## src/cfs_pkg.sv

```systemverilog
/*
 * Shared constants for the transceiver fault supervisor: register map,
 * field positions, reset values, mode codes and filter times.
 * Assumes a 20 MHz core clock; all counts are derived from it.
 */
package cfs_pkg;

    localparam int ADDR_W = 4;
    localparam int DATA_W = 8;

    // Register offsets.
    localparam logic [3:0] OFS_CTRL = 4'h0;
    localparam logic [3:0] OFS_MASK = 4'h1;
    localparam logic [3:0] OFS_CMD = 4'h2;
    localparam logic [3:0] OFS_FLAGS = 4'h3;
    localparam logic [3:0] OFS_LIVE = 4'h4;
    localparam logic [3:0] OFS_SHORTS = 4'h5;

    // Control register fields.
    localparam int CTRL_MODE_LSB = 0;
    localparam int CTRL_SUPPLY = 2;
    localparam logic [7:0] CTRL_RST = 8'h00;

    // Command register fields.
    localparam int CMD_TX_RELEASE = 0;

    // Flag positions, shared by the flag and mask registers.
    localparam int NFLAG = 5;
    localparam int FLG_TXRX = 0;
    localparam int FLG_BUS = 1;
    localparam int FLG_CLAMP = 2;
    localparam int FLG_OT = 3;
    localparam int FLG_WAKE = 4;
    localparam logic [NFLAG-1:0] MASK_RST = 5'h00;

    // Live status fields.
    localparam int LIVE_DRV = 0;
    localparam int LIVE_TXRX_INH = 1;
    localparam int LIVE_CLAMP_INH = 2;
    localparam int LIVE_OT_BLOCK = 3;
    localparam int LIVE_UV = 4;
    localparam int LIVE_OT = 5;

    // Six bus line short conditions.
    localparam int NSHORT = 6;

    typedef enum logic [1:0] {
        CFS_MODE_OFF = 2'h0,
        CFS_MODE_WAKE = 2'h1,
        CFS_MODE_RXONLY = 2'h2,
        CFS_MODE_NORMAL = 2'h3
    } cfs_mode_t;

    typedef enum logic [2:0] {
        CFS_OT_IDLE = 3'h1,
        CFS_OT_HOT = 3'h2,
        CFS_OT_WAIT_EDGE = 3'h4
    } cfs_ot_t;

    // Timing.
    localparam int CLK_PERIOD_NS = 50;
    localparam int TXRX_SHORT_NS = 4000;
    localparam int RX_CLAMP_NS = 8000;
    localparam int TXRX_SHORT_CYC =
        (TXRX_SHORT_NS + CLK_PERIOD_NS - 1) / CLK_PERIOD_NS;
    localparam int RX_CLAMP_CYC =
        (RX_CLAMP_NS + CLK_PERIOD_NS - 1) / CLK_PERIOD_NS;
    localparam int FILT_CNT_W = 8;

endpackage

```

## src/cfs_supervisor.sv

```systemverilog
/*
 * Fault supervisor and mode control for a high-speed bus transceiver.
 * Assumes a host on the plain register port and on the transmit and
 * receive pins, and analog detectors that deliver asynchronous levels.
 */
// Local design decisions: the register addresses and the strobed register port.
// Notes on behaviour
// - Detect the transmit input shorted to the receive output.
// - Record that short in the readable fault flags.
// - Pull the interrupt low on that short unless masked.
// - Inhibit the transmitter on that short until a release command.
// - Overtemperature turns the driver stages off.
// - After cooling, recover alone and keep the selected mode.
// - After cooling, transmit only after a dominant-to-recessive transmit edge.
// - Receive stuck recessive during traffic disables the transmitter meanwhile.
// - After receive clamping, transmit again only after a release command.
// - No own undervoltage detector; supply monitor is reported, host decides.
// - Detect each bus line short to ground, battery or logic supply.
// - Any bus line short sets the bus flag and interrupts unless masked.
// - Bus line shorts never change the transceiver mode.
// - Stabilizer driven in normal and receive-only, high impedance otherwise.
// - Receive-only keeps the driver off and still delivers bus data.
// - Off mode ignores wake-up activity on the bus.
`timescale 1ns/100ps
`default_nettype none

module cfs_supervisor
    import cfs_pkg::*;
#(
    parameter int SHORT_CYC = TXRX_SHORT_CYC,
    parameter int CLAMP_CYC = RX_CLAMP_CYC
) (
    input wire logic core_clk,
    input wire logic rst_n,
    input wire logic [ADDR_W-1:0] reg_addr,
    input wire logic [DATA_W-1:0] reg_wdata,
    input wire logic reg_wr,
    input wire logic reg_rd,
    output logic [DATA_W-1:0] reg_rdata,
    input wire logic txd_pin,
    input wire logic rxd_pin_sense,
    input wire logic bus_rx_dom,
    input wire logic bus_wake_det,
    input wire logic overtemp_det,
    input wire logic supply_uv,
    input wire logic [NSHORT-1:0] bus_short_det,
    output logic rxd_pin,
    output logic drv_en,
    output logic drv_dom,
    output logic split_out,
    output logic split_oe_n,
    output logic transceiver_supply_en,
    output logic int_n
);

    typedef struct packed {
        cfs_mode_t mode;
        logic supply_en;
        logic [NFLAG-1:0] mask;
        logic [NFLAG-1:0] flags;
        logic [NSHORT-1:0] shorts;
        cfs_ot_t ot;
        logic txrx_inh;
        logic clamp_inh;
        logic clamp_present;
        logic txd_prev;
        logic wake_prev;
        logic drv_en;
        logic drv_dom;
        logic rxd;
        logic split_oe_n;
        logic int_n;
        logic [DATA_W-1:0] rdata;
    } cfs_state_t;

    localparam int NSYNC = NSHORT + 6;
    localparam logic [NSYNC-1:0] SYNC_RST = {{NSHORT{1'b0}}, 6'h03};

    cfs_state_t st_reg;
    cfs_state_t st_next;
    logic [NSYNC-1:0] sync_q;
    logic txd_s;
    logic rxs_s;
    logic bus_dom_s;
    logic wake_s;
    logic ot_s;
    logic uv_s;
    logic [NSHORT-1:0] short_s;
    logic short_hit;
    logic clamp_hit;
    logic rx_active;

    // All asynchronous levels share one synchroniser bank.
    cfs_sync #(
        .W(NSYNC),
        .RST(SYNC_RST)
    ) u_sync (
        .core_clk(core_clk),
        .rst_n(rst_n),
        .d({bus_short_det, supply_uv, overtemp_det, bus_wake_det,
            bus_rx_dom, rxd_pin_sense, txd_pin}),
        .q(sync_q)
    );

    assign txd_s = sync_q[0];
    assign rxs_s = sync_q[1];
    assign bus_dom_s = sync_q[2];
    assign wake_s = sync_q[3];
    assign ot_s = sync_q[4];
    assign uv_s = sync_q[5];
    assign short_s = sync_q[NSYNC-1:6];

    assign rx_active = (st_reg.mode == CFS_MODE_NORMAL) ||
                       (st_reg.mode == CFS_MODE_RXONLY);

    // The receive pin reads low while we drive it high and the host holds
    // the transmit pin dominant: the two pins are tied together.
    cfs_filt #(
        .CNT_W(FILT_CNT_W),
        .LIMIT(SHORT_CYC)
    ) u_short (
        .core_clk(core_clk),
        .rst_n(rst_n),
        .cond(st_reg.rxd && !rxs_s && !txd_s),
        .hit(short_hit)
    );

    // We drive the receive pin dominant for bus traffic but it reads back
    // recessive: something clamps it high.
    cfs_filt #(
        .CNT_W(FILT_CNT_W),
        .LIMIT(CLAMP_CYC)
    ) u_clamp (
        .core_clk(core_clk),
        .rst_n(rst_n),
        .cond(rx_active && !st_reg.rxd && rxs_s),
        .hit(clamp_hit)
    );

    always_comb begin
        logic release_cmd;
        logic [NFLAG-1:0] set;
        logic [NFLAG-1:0] clr;
        logic [NSHORT-1:0] short_clr;
        logic tx_edge;
        release_cmd = 1'b0;
        set = '0;
        clr = '0;
        short_clr = '0;
        tx_edge = 1'b0;
        st_next = st_reg;

        // Register writes. The mode is only ever changed here.
        if (reg_wr) begin
            case (reg_addr)
                OFS_CTRL: begin
                    st_next.mode = cfs_mode_t'(reg_wdata[CTRL_MODE_LSB +: 2]);
                    st_next.supply_en = reg_wdata[CTRL_SUPPLY];
                end
                OFS_MASK: begin
                    st_next.mask = reg_wdata[NFLAG-1:0];
                end
                OFS_CMD: begin
                    release_cmd = reg_wdata[CMD_TX_RELEASE];
                end
                OFS_FLAGS: begin
                    clr = reg_wdata[NFLAG-1:0];
                end
                OFS_SHORTS: begin
                    short_clr = reg_wdata[NSHORT-1:0];
                end
                default: begin
                end
            endcase
        end

        // Reads; flag and short registers clear on read.
        st_next.rdata = '0;
        if (reg_rd) begin
            case (reg_addr)
                OFS_CTRL: begin
                    st_next.rdata = {5'h00, st_reg.supply_en, st_reg.mode};
                end
                OFS_MASK: begin
                    st_next.rdata = {3'h0, st_reg.mask};
                end
                OFS_FLAGS: begin
                    st_next.rdata = {3'h0, st_reg.flags};
                    clr = {NFLAG{1'b1}};
                end
                OFS_LIVE: begin
                    st_next.rdata = {2'h0, ot_s, uv_s,
                        st_reg.ot != CFS_OT_IDLE, st_reg.clamp_inh,
                        st_reg.txrx_inh, st_reg.drv_en};
                end
                OFS_SHORTS: begin
                    st_next.rdata = {2'h0, st_reg.shorts};
                    short_clr = {NSHORT{1'b1}};
                end
                default: begin
                    st_next.rdata = '0;
                end
            endcase
        end

        // Transmit-to-receive short.
        if (short_hit) begin
            set[FLG_TXRX] = 1'b1;
        end
        if (release_cmd) begin
            st_next.txrx_inh = 1'b0;
        end
        if (short_hit) begin
            st_next.txrx_inh = 1'b1;
        end

        // Receive clamping: inhibit holds while present, a release only
        // counts once the pin has been seen dominant again.
        if (!rxs_s) begin
            st_next.clamp_present = 1'b0;
        end
        if (release_cmd && !st_reg.clamp_present) begin
            st_next.clamp_inh = 1'b0;
        end
        if (clamp_hit) begin
            st_next.clamp_present = 1'b1;
            st_next.clamp_inh = 1'b1;
            set[FLG_CLAMP] = 1'b1;
        end

        // Overtemperature: no software action needed to recover.
        st_next.txd_prev = txd_s;
        tx_edge = !st_reg.txd_prev && txd_s;
        case (st_reg.ot)
            CFS_OT_IDLE: begin
                if (ot_s) begin
                    st_next.ot = CFS_OT_HOT;
                end
            end
            CFS_OT_HOT: begin
                if (!ot_s) begin
                    st_next.ot = CFS_OT_WAIT_EDGE;
                end
            end
            CFS_OT_WAIT_EDGE: begin
                if (ot_s) begin
                    st_next.ot = CFS_OT_HOT;
                end else if (tx_edge) begin
                    st_next.ot = CFS_OT_IDLE;
                end
            end
            default: begin
                st_next.ot = CFS_OT_HOT;
            end
        endcase
        if (ot_s && st_reg.ot == CFS_OT_IDLE) begin
            set[FLG_OT] = 1'b1;
        end

        // Bus line shorts only report; the mode is untouched.
        if (|short_s) begin
            set[FLG_BUS] = 1'b1;
        end
        st_next.shorts = (st_reg.shorts & ~short_clr) | short_s;

        // Wake detection only in wake-capable mode.
        st_next.wake_prev = wake_s;
        if (st_reg.mode == CFS_MODE_WAKE && wake_s && !st_reg.wake_prev) begin
            set[FLG_WAKE] = 1'b1;
        end

        // Set wins over a clear in the same cycle.
        st_next.flags = (st_reg.flags & ~clr) | set;
        st_next.int_n = ~|(st_next.flags & ~st_next.mask);

        // Driver enable needs every inhibit source idle.
        st_next.drv_en = (st_reg.mode == CFS_MODE_NORMAL) &&
            st_reg.supply_en && !st_reg.txrx_inh &&
            !st_reg.clamp_inh && st_reg.ot == CFS_OT_IDLE;
        st_next.drv_dom = st_next.drv_en && !txd_s;

        // Receive pin: bus data while receiving, low after a wake-up.
        if (rx_active) begin
            st_next.rxd = !bus_dom_s;
        end else if (st_reg.mode == CFS_MODE_WAKE) begin
            st_next.rxd = !st_reg.flags[FLG_WAKE];
        end else begin
            st_next.rxd = 1'b1;
        end

        st_next.split_oe_n = !rx_active;
    end

    always_ff @(posedge core_clk or negedge rst_n) begin
        if (!rst_n) begin
            st_reg <= '{mode: CFS_MODE_OFF, supply_en: CTRL_RST[CTRL_SUPPLY],
                mask: MASK_RST, flags: '0, shorts: '0, ot: CFS_OT_IDLE,
                txrx_inh: 1'b0, clamp_inh: 1'b0, clamp_present: 1'b0,
                txd_prev: 1'b1, wake_prev: 1'b0, drv_en: 1'b0,
                drv_dom: 1'b0, rxd: 1'b1, split_oe_n: 1'b1, int_n: 1'b1,
                rdata: '0};
        end else begin
            st_reg <= st_next;
        end
    end

    assign reg_rdata = st_reg.rdata;
    assign rxd_pin = st_reg.rxd;
    assign drv_en = st_reg.drv_en;
    assign drv_dom = st_reg.drv_dom;
    assign split_out = 1'b1;
    assign split_oe_n = st_reg.split_oe_n;
    assign transceiver_supply_en = st_reg.supply_en;
    assign int_n = st_reg.int_n;
endmodule

`default_nettype wire

```

## src/cfs_sync.sv

```systemverilog
/*
 * Three-stage input synchroniser with agreement filter, one lane per bit.
 * Assumes asynchronous inputs; output changes only when stages two and
 * three agree.
 */
`timescale 1ns/100ps
`default_nettype none

module cfs_sync #(
    parameter int W = 1,
    parameter logic [W-1:0] RST = '0
) (
    input wire logic core_clk,
    input wire logic rst_n,
    input wire logic [W-1:0] d,
    output logic [W-1:0] q
);

    typedef struct packed {
        logic [W-1:0] s1;
        logic [W-1:0] s2;
        logic [W-1:0] s3;
        logic [W-1:0] q;
    } cfs_sync_t;

    cfs_sync_t st_reg;
    cfs_sync_t st_next;

    generate
        if (W < 1) begin : g_chk
            $error("cfs_sync: width must be at least one");
        end
    endgenerate

    always_comb begin
        st_next = st_reg;
        st_next.s1 = d;
        st_next.s2 = st_reg.s1;
        st_next.s3 = st_reg.s2;
        for (int i = 0; i < W; i++) begin
            if (st_reg.s2[i] == st_reg.s3[i]) begin
                st_next.q[i] = st_reg.s3[i];
            end
        end
    end

    always_ff @(posedge core_clk or negedge rst_n) begin
        if (!rst_n) begin
            st_reg <= {RST, RST, RST, RST};
        end else begin
            st_reg <= st_next;
        end
    end

    assign q = st_reg.q;

endmodule

`default_nettype wire

```

## src/cfs_filt.sv

```systemverilog
/*
 * Persistence filter: hit rises once cond has held for LIMIT cycles in a
 * row and stays while cond holds. Assumes cond is synchronous.
 */
`timescale 1ns/100ps
`default_nettype none

module cfs_filt #(
    parameter int CNT_W = 8,
    parameter int LIMIT = 80
) (
    input wire logic core_clk,
    input wire logic rst_n,
    input wire logic cond,
    output logic hit
);

    typedef struct packed {
        logic [CNT_W-1:0] cnt;
        logic hit;
    } cfs_filt_t;

    localparam logic [CNT_W-1:0] LIM = CNT_W'(LIMIT);

    cfs_filt_t st_reg;
    cfs_filt_t st_next;

    generate
        if (LIMIT < 1 || LIMIT >= (1 << CNT_W)) begin : g_chk
            $error("cfs_filt: LIMIT does not fit the counter");
        end
    endgenerate

    always_comb begin
        st_next = st_reg;
        if (!cond) begin
            st_next.cnt = '0;
            st_next.hit = 1'b0;
        end else if (st_reg.cnt != LIM) begin
            st_next.cnt = st_reg.cnt + 1'b1;
            st_next.hit = (st_reg.cnt + 1'b1) == LIM;
        end
    end

    always_ff @(posedge core_clk or negedge rst_n) begin
        if (!rst_n) begin
            st_reg <= '0;
        end else begin
            st_reg <= st_next;
        end
    end

    assign hit = st_reg.hit;

endmodule

`default_nettype wire

```

## config.mk

```make
export PLATFORM = sky130hd
export DESIGN_NAME = cfs_supervisor
export DESIGN_NICKNAME = d
export VERILOG_FILES = /design/src/cfs_pkg.sv /design/src/cfs_supervisor.sv /design/src/cfs_sync.sv /design/src/cfs_filt.sv
export SDC_FILE = /design/constraint.sdc
export NUM_CORES = 1
export LEC_CHECK = 0
export ABC_AREA = 1
export BUFFER_PORTS_ARGS = -buffer_cell sky130_fd_sc_hd__clkbuf_2
export CORE_UTILIZATION = 53
export DETAILED_ROUTE_END_ITERATION = 8
export PLACE_DENSITY = 0.73
export SKIP_LAST_GASP = 1
export SLEW_MARGIN = 20
export SYNTH_ARGS = -nofsm -noshare
export SYNTH_HDL_FRONTEND = slang
export SYNTH_SLANG_ARGS = --single-unit
```

## constraint.sdc

```tcl
create_clock -name core_clk -period 1.6 [get_ports core_clk]
set_clock_uncertainty 0.05 [all_clocks]
set_input_delay 0.4 -clock core_clk [delete_from_list [all_inputs] [get_ports core_clk]]
set_output_delay 0.4 -clock core_clk [all_outputs]
set_load 0.03 [all_outputs]
```

==> results.md <==
Timing:
- The number of endpoints with negative hold slack in the final report is 0.
- Across all hold checks on the routed design, the worst slack comes to 0.0586 ns.
- Based on the critical path, the design can be clocked at up to 0.648 GHz.
- The setup-violating endpoint count in the final report is 0.
- The final max-slew violation count is 0.
- The final cycle utilization of the critical path is 0.965.
- The minimum period implied by the final worst setup slack is about 1.5 ns.
- The setup slack after layout is 0.0559 ns.

Critical path:
- The critical path goes through clkbuf_4.
- The slowest stage cell on the critical path is dfstp_2.
- In this run the worst path has a maximum fanout of 1.
- The worst setup path is launched from a flop.
- Together, buffers and inverters on the worst path number 1.
- The reg-to-reg setup timing slack is 0.11 ns.
- The worst reg2reg path endpoint is u_short.hit$_DFFE_PN0P_.
- Data on the critical path is required at its endpoint by ~1.2 ns.
- The peak per-stage delay on the critical path is 0.55 ns.
- The kind of cell adding the most delay to the critical path is flip-flops.
- The arrival time of data at the critical path endpoint is between 1 and 1.5 ns.
- The nature of the critical path endpoint is an output pin.
- The critical path start-end classification is flop to output pin.
- The startpoint identified for the worst register-to-register timing path is u_short.st_reg[1]$_DFFE_PN0P_.
- Measured in cells, the most critical reg-to-reg path has a length of 9.

Placed design:
- After detailed placement, the total cell area comes to 0.00471 mm2.
- The number of port buffers is 37.
- The number of instances in the placed design is 586.
- The worst slack at placement is about 0.035 ns.
- Routability-driven placement finished with a final weighted congestion of between 0.8 and 0.9.
- Detailed placement finished with a half-perimeter wire length of 5670 um.

Floorplanning:
- The number of standard-cell rows in the floorplan is 32.
- The starting density of the core is 0.554.
- During I/O placement, the number of pins put on the boundary was 43.
- The x dimension of the die is 92.3 um.
- The die covers ~0.0085 mm2.
- From bottom edge to top edge, the die measures between 90 and 100 um.
- The area of the placeable core is 0.00781 mm2.

Clock network:
- The clock latency reported for the late side of the worst-skew pair is 0.36 ns.
- The number of buffers added by the clock tree synthesis step is 9.
- The tree is rooted in a clkbuf_8.
- The CTS H-tree depth is 3.
- After clock tree synthesis, the clock-pin slew on the worst setup and hold paths is 0.11 ns.
- CTS saw 104 sinks.
- The clock tree from TritonCTS is yes.
- Counting along the longest clock path gives a buffer depth of 2.

Synth:
- The number of instances in the synthesized netlist is 445.
- Each instance of the synthesized netlist takes up on average 9.72 um2.
- The count of cell types in the netlist is 30.
- Summing every instance area after synthesis gives 0.00432 mm2.
- The register bit count reported by yosys is between 100 and 150.
- For this run, the number of Yosys warnings is 0.
- Of the synthesized area, sequential elements account for 0.606.

Flow run:
- Max-cap violations in this run came to 0.

Routing:
- Before antenna repair, the detailed router went through 4 iterations.
- In the routed layout, each cell is associated on average with a via count of 4.99.
- The number of vias in the routed layout is 3,014.
- The mean routed wirelength per cell is 12.8 um.
- The detailed router finished its first iteration with roughly 190 violations.
- In this run the remaining antenna-violating nets after routing total 0.
- The DRC violation count after routing is 0.
- The final routed wirelength across all metal layers is 7700 um.

Power and ir drop:
- IR analysis of the VDD net gives a maximum drop of 655 uV.
- Summed over all cells, the static leakage comes to ~2.4 nW.
- The overall power is 5.39 mW.
- For this design the ratio of total power to cell area is 1090 mW/mm2.

Global route:
- The total overflow left after global routing is 0.
- The first global-routing pass estimated 13,600 um of wire.
- The initial antenna violation count is 0.
- The via count of the first global-routing pass is ~3,000.
- Entering global routing, the biggest net connects 30 pins.
- The all-layer global routing usage is 0.205.

Finish:
- After the flow finishes, the layout carries non-filler instances totaling just over 600.
- The register with the most flip-flops in the layout has 26 of them.
- The final net count is 531.
- The repair_antennas step left the layout with diodes totalling 0.
- The growth of design area from synthesis to finish is 14.4%.
- The share of layout cells above drive strength 1 is 0.225.
- Summing all non-filler instances in the final layout gives an area of 0.00495 mm2.

Status:
- The flow ran to the end, and the final reports show no timing, DRC or antenna violations.

Worst hold path:
- The worst hold path begins at txd_pin.
- The path class of the tightest hold or removal check is input pin to flop.
- The sink of the worst hold path is u_sync.st_next[24]$_DFF_PN1_.
- The worst hold path depth is 1.
==> where the power goes <==
group          leakage [nW]  switching (mW)  internal (mW)
sequential             1.25           0.173           2.89
combinational          1.06           0.484          0.291
clock                0.0915           0.939          0.606
==> logic make-up after synthesis <==
logic type	count (synthesis)	share of synthesized area
mux	2	0.00521
buf+inv	74	0.0744
compound gates	34	0.0434
flops	104	0.606
other cells	2	0.00174
simple gates	211	0.225
fa+ha+maj	18	0.0451
==> how the worst max path moves through the flow <==
stage | end | slack (ns) | cells after the start | startpoint
after detailed placement | transceiver_supply_en$_DFFE_PN0P_ | 0.03 | 4 | reg_addr[1]
after global routing | u_short.hit$_DFFE_PN0P_ | -0.03 | 9 | u_short.st_reg[1]$_DFFE_PN0P_
after global placement | transceiver_supply_en$_DFFE_PN0P_ | 0.06 | 4 | reg_addr[1]
after CTS | rxd_pin | 0.02 | 1 | rxd_pin$_DFF_PN1_
after floorplan | u_short.hit$_DFFE_PN0P_ | 0.19 | 7 | rxd_pin$_DFF_PN1_
final | int_n | 0.06 | 1 | int_n$_DFF_PN1_
==> layout by cell type (no fill, tap or decap), drive strengths merged <==
cell type,Yosys,layout
dfstp,13,13
clkinv,1,2
nand4,13,13
o21ai,21,21
nand3,37,37
dfrtp,91,91
nor2,41,41
ha,6,6
a21oi,10,10
nand2,113,113
a41oi,2,2
buf,13,18
mux2,2,2
clkinvlp,0,2
nor3,7,7
inv,59,63
maj3,12,12
conb,2,3
o21bai,1,1
dlygate4sd3,0,1
clkbuf,1,44
==> worst reg2reg max path: cells and delay by family (launching register included) <==
family        cells  cell delay, ns
buf+inv           2            0.18
simple gates      6            0.57
flops             1            0.43
fa+ha+maj         1            0.16
==> per-stage QoR <==
stage                util  setup TNS (ns)
finish              0.633               0
global route        0.633         -0.0259
CTS                 0.630               0
detailed placement  0.603               0
global placement    0.603               0
floorplan               -               0
==> routing by layer <==
layer  GRT usage  up-vias  share of wire
met5           0        -              0
met4      0.0742        0          0.013
met3      0.0493       11          0.049
met2       0.315       71           0.46
met1       0.286     1430           0.48
li1            -     1502              -
==> cell usage after synthesis (all sizes together) <==
library cell | number | area share
inv | 59 | 0.051
ha | 6 | 0.017
nand2 | 113 | 0.10
mux2 | 2 | 0.0052
nand4 | 13 | 0.019
clkinv | 1 | 0.00087
a21oi | 10 | 0.012
clkbuf | 1 | 0.00087
dfstp | 13 | 0.079
maj3 | 12 | 0.028
buf | 13 | 0.021
a41oi | 2 | 0.0041
o21ai | 21 | 0.026
o21bai | 1 | 0.0017
nand3 | 37 | 0.048
conb | 2 | 0.0017
nor3 | 7 | 0.010
dfrtp | 91 | 0.53
nor2 | 41 | 0.043
==> repair_timing <==
item	4_1_cts	5_1_grt
hold buffers	1	0
endpoints found under the hold margin	17	0
setup buffers	0	1
gates resized for setup	2	8
setup endpoints to repair	1	5
==> area by class of cell <==
| class | count | area, um2 |
|---|---|---|
| Tap cell | 102 | 128 |
| Inverter | 60 | 225 |
| Fill cell | 624 | 2860 |
| Timing Repair Buffer | 54 | 380 |
| Clock inverter | 7 | 68.8 |
| Multi-Input combinational cell | 268 | 1400 |
| Clock buffer | 9 | 124 |
| Sequential cell | 104 | 2620 |
Power figures use the tool's default switching activity.
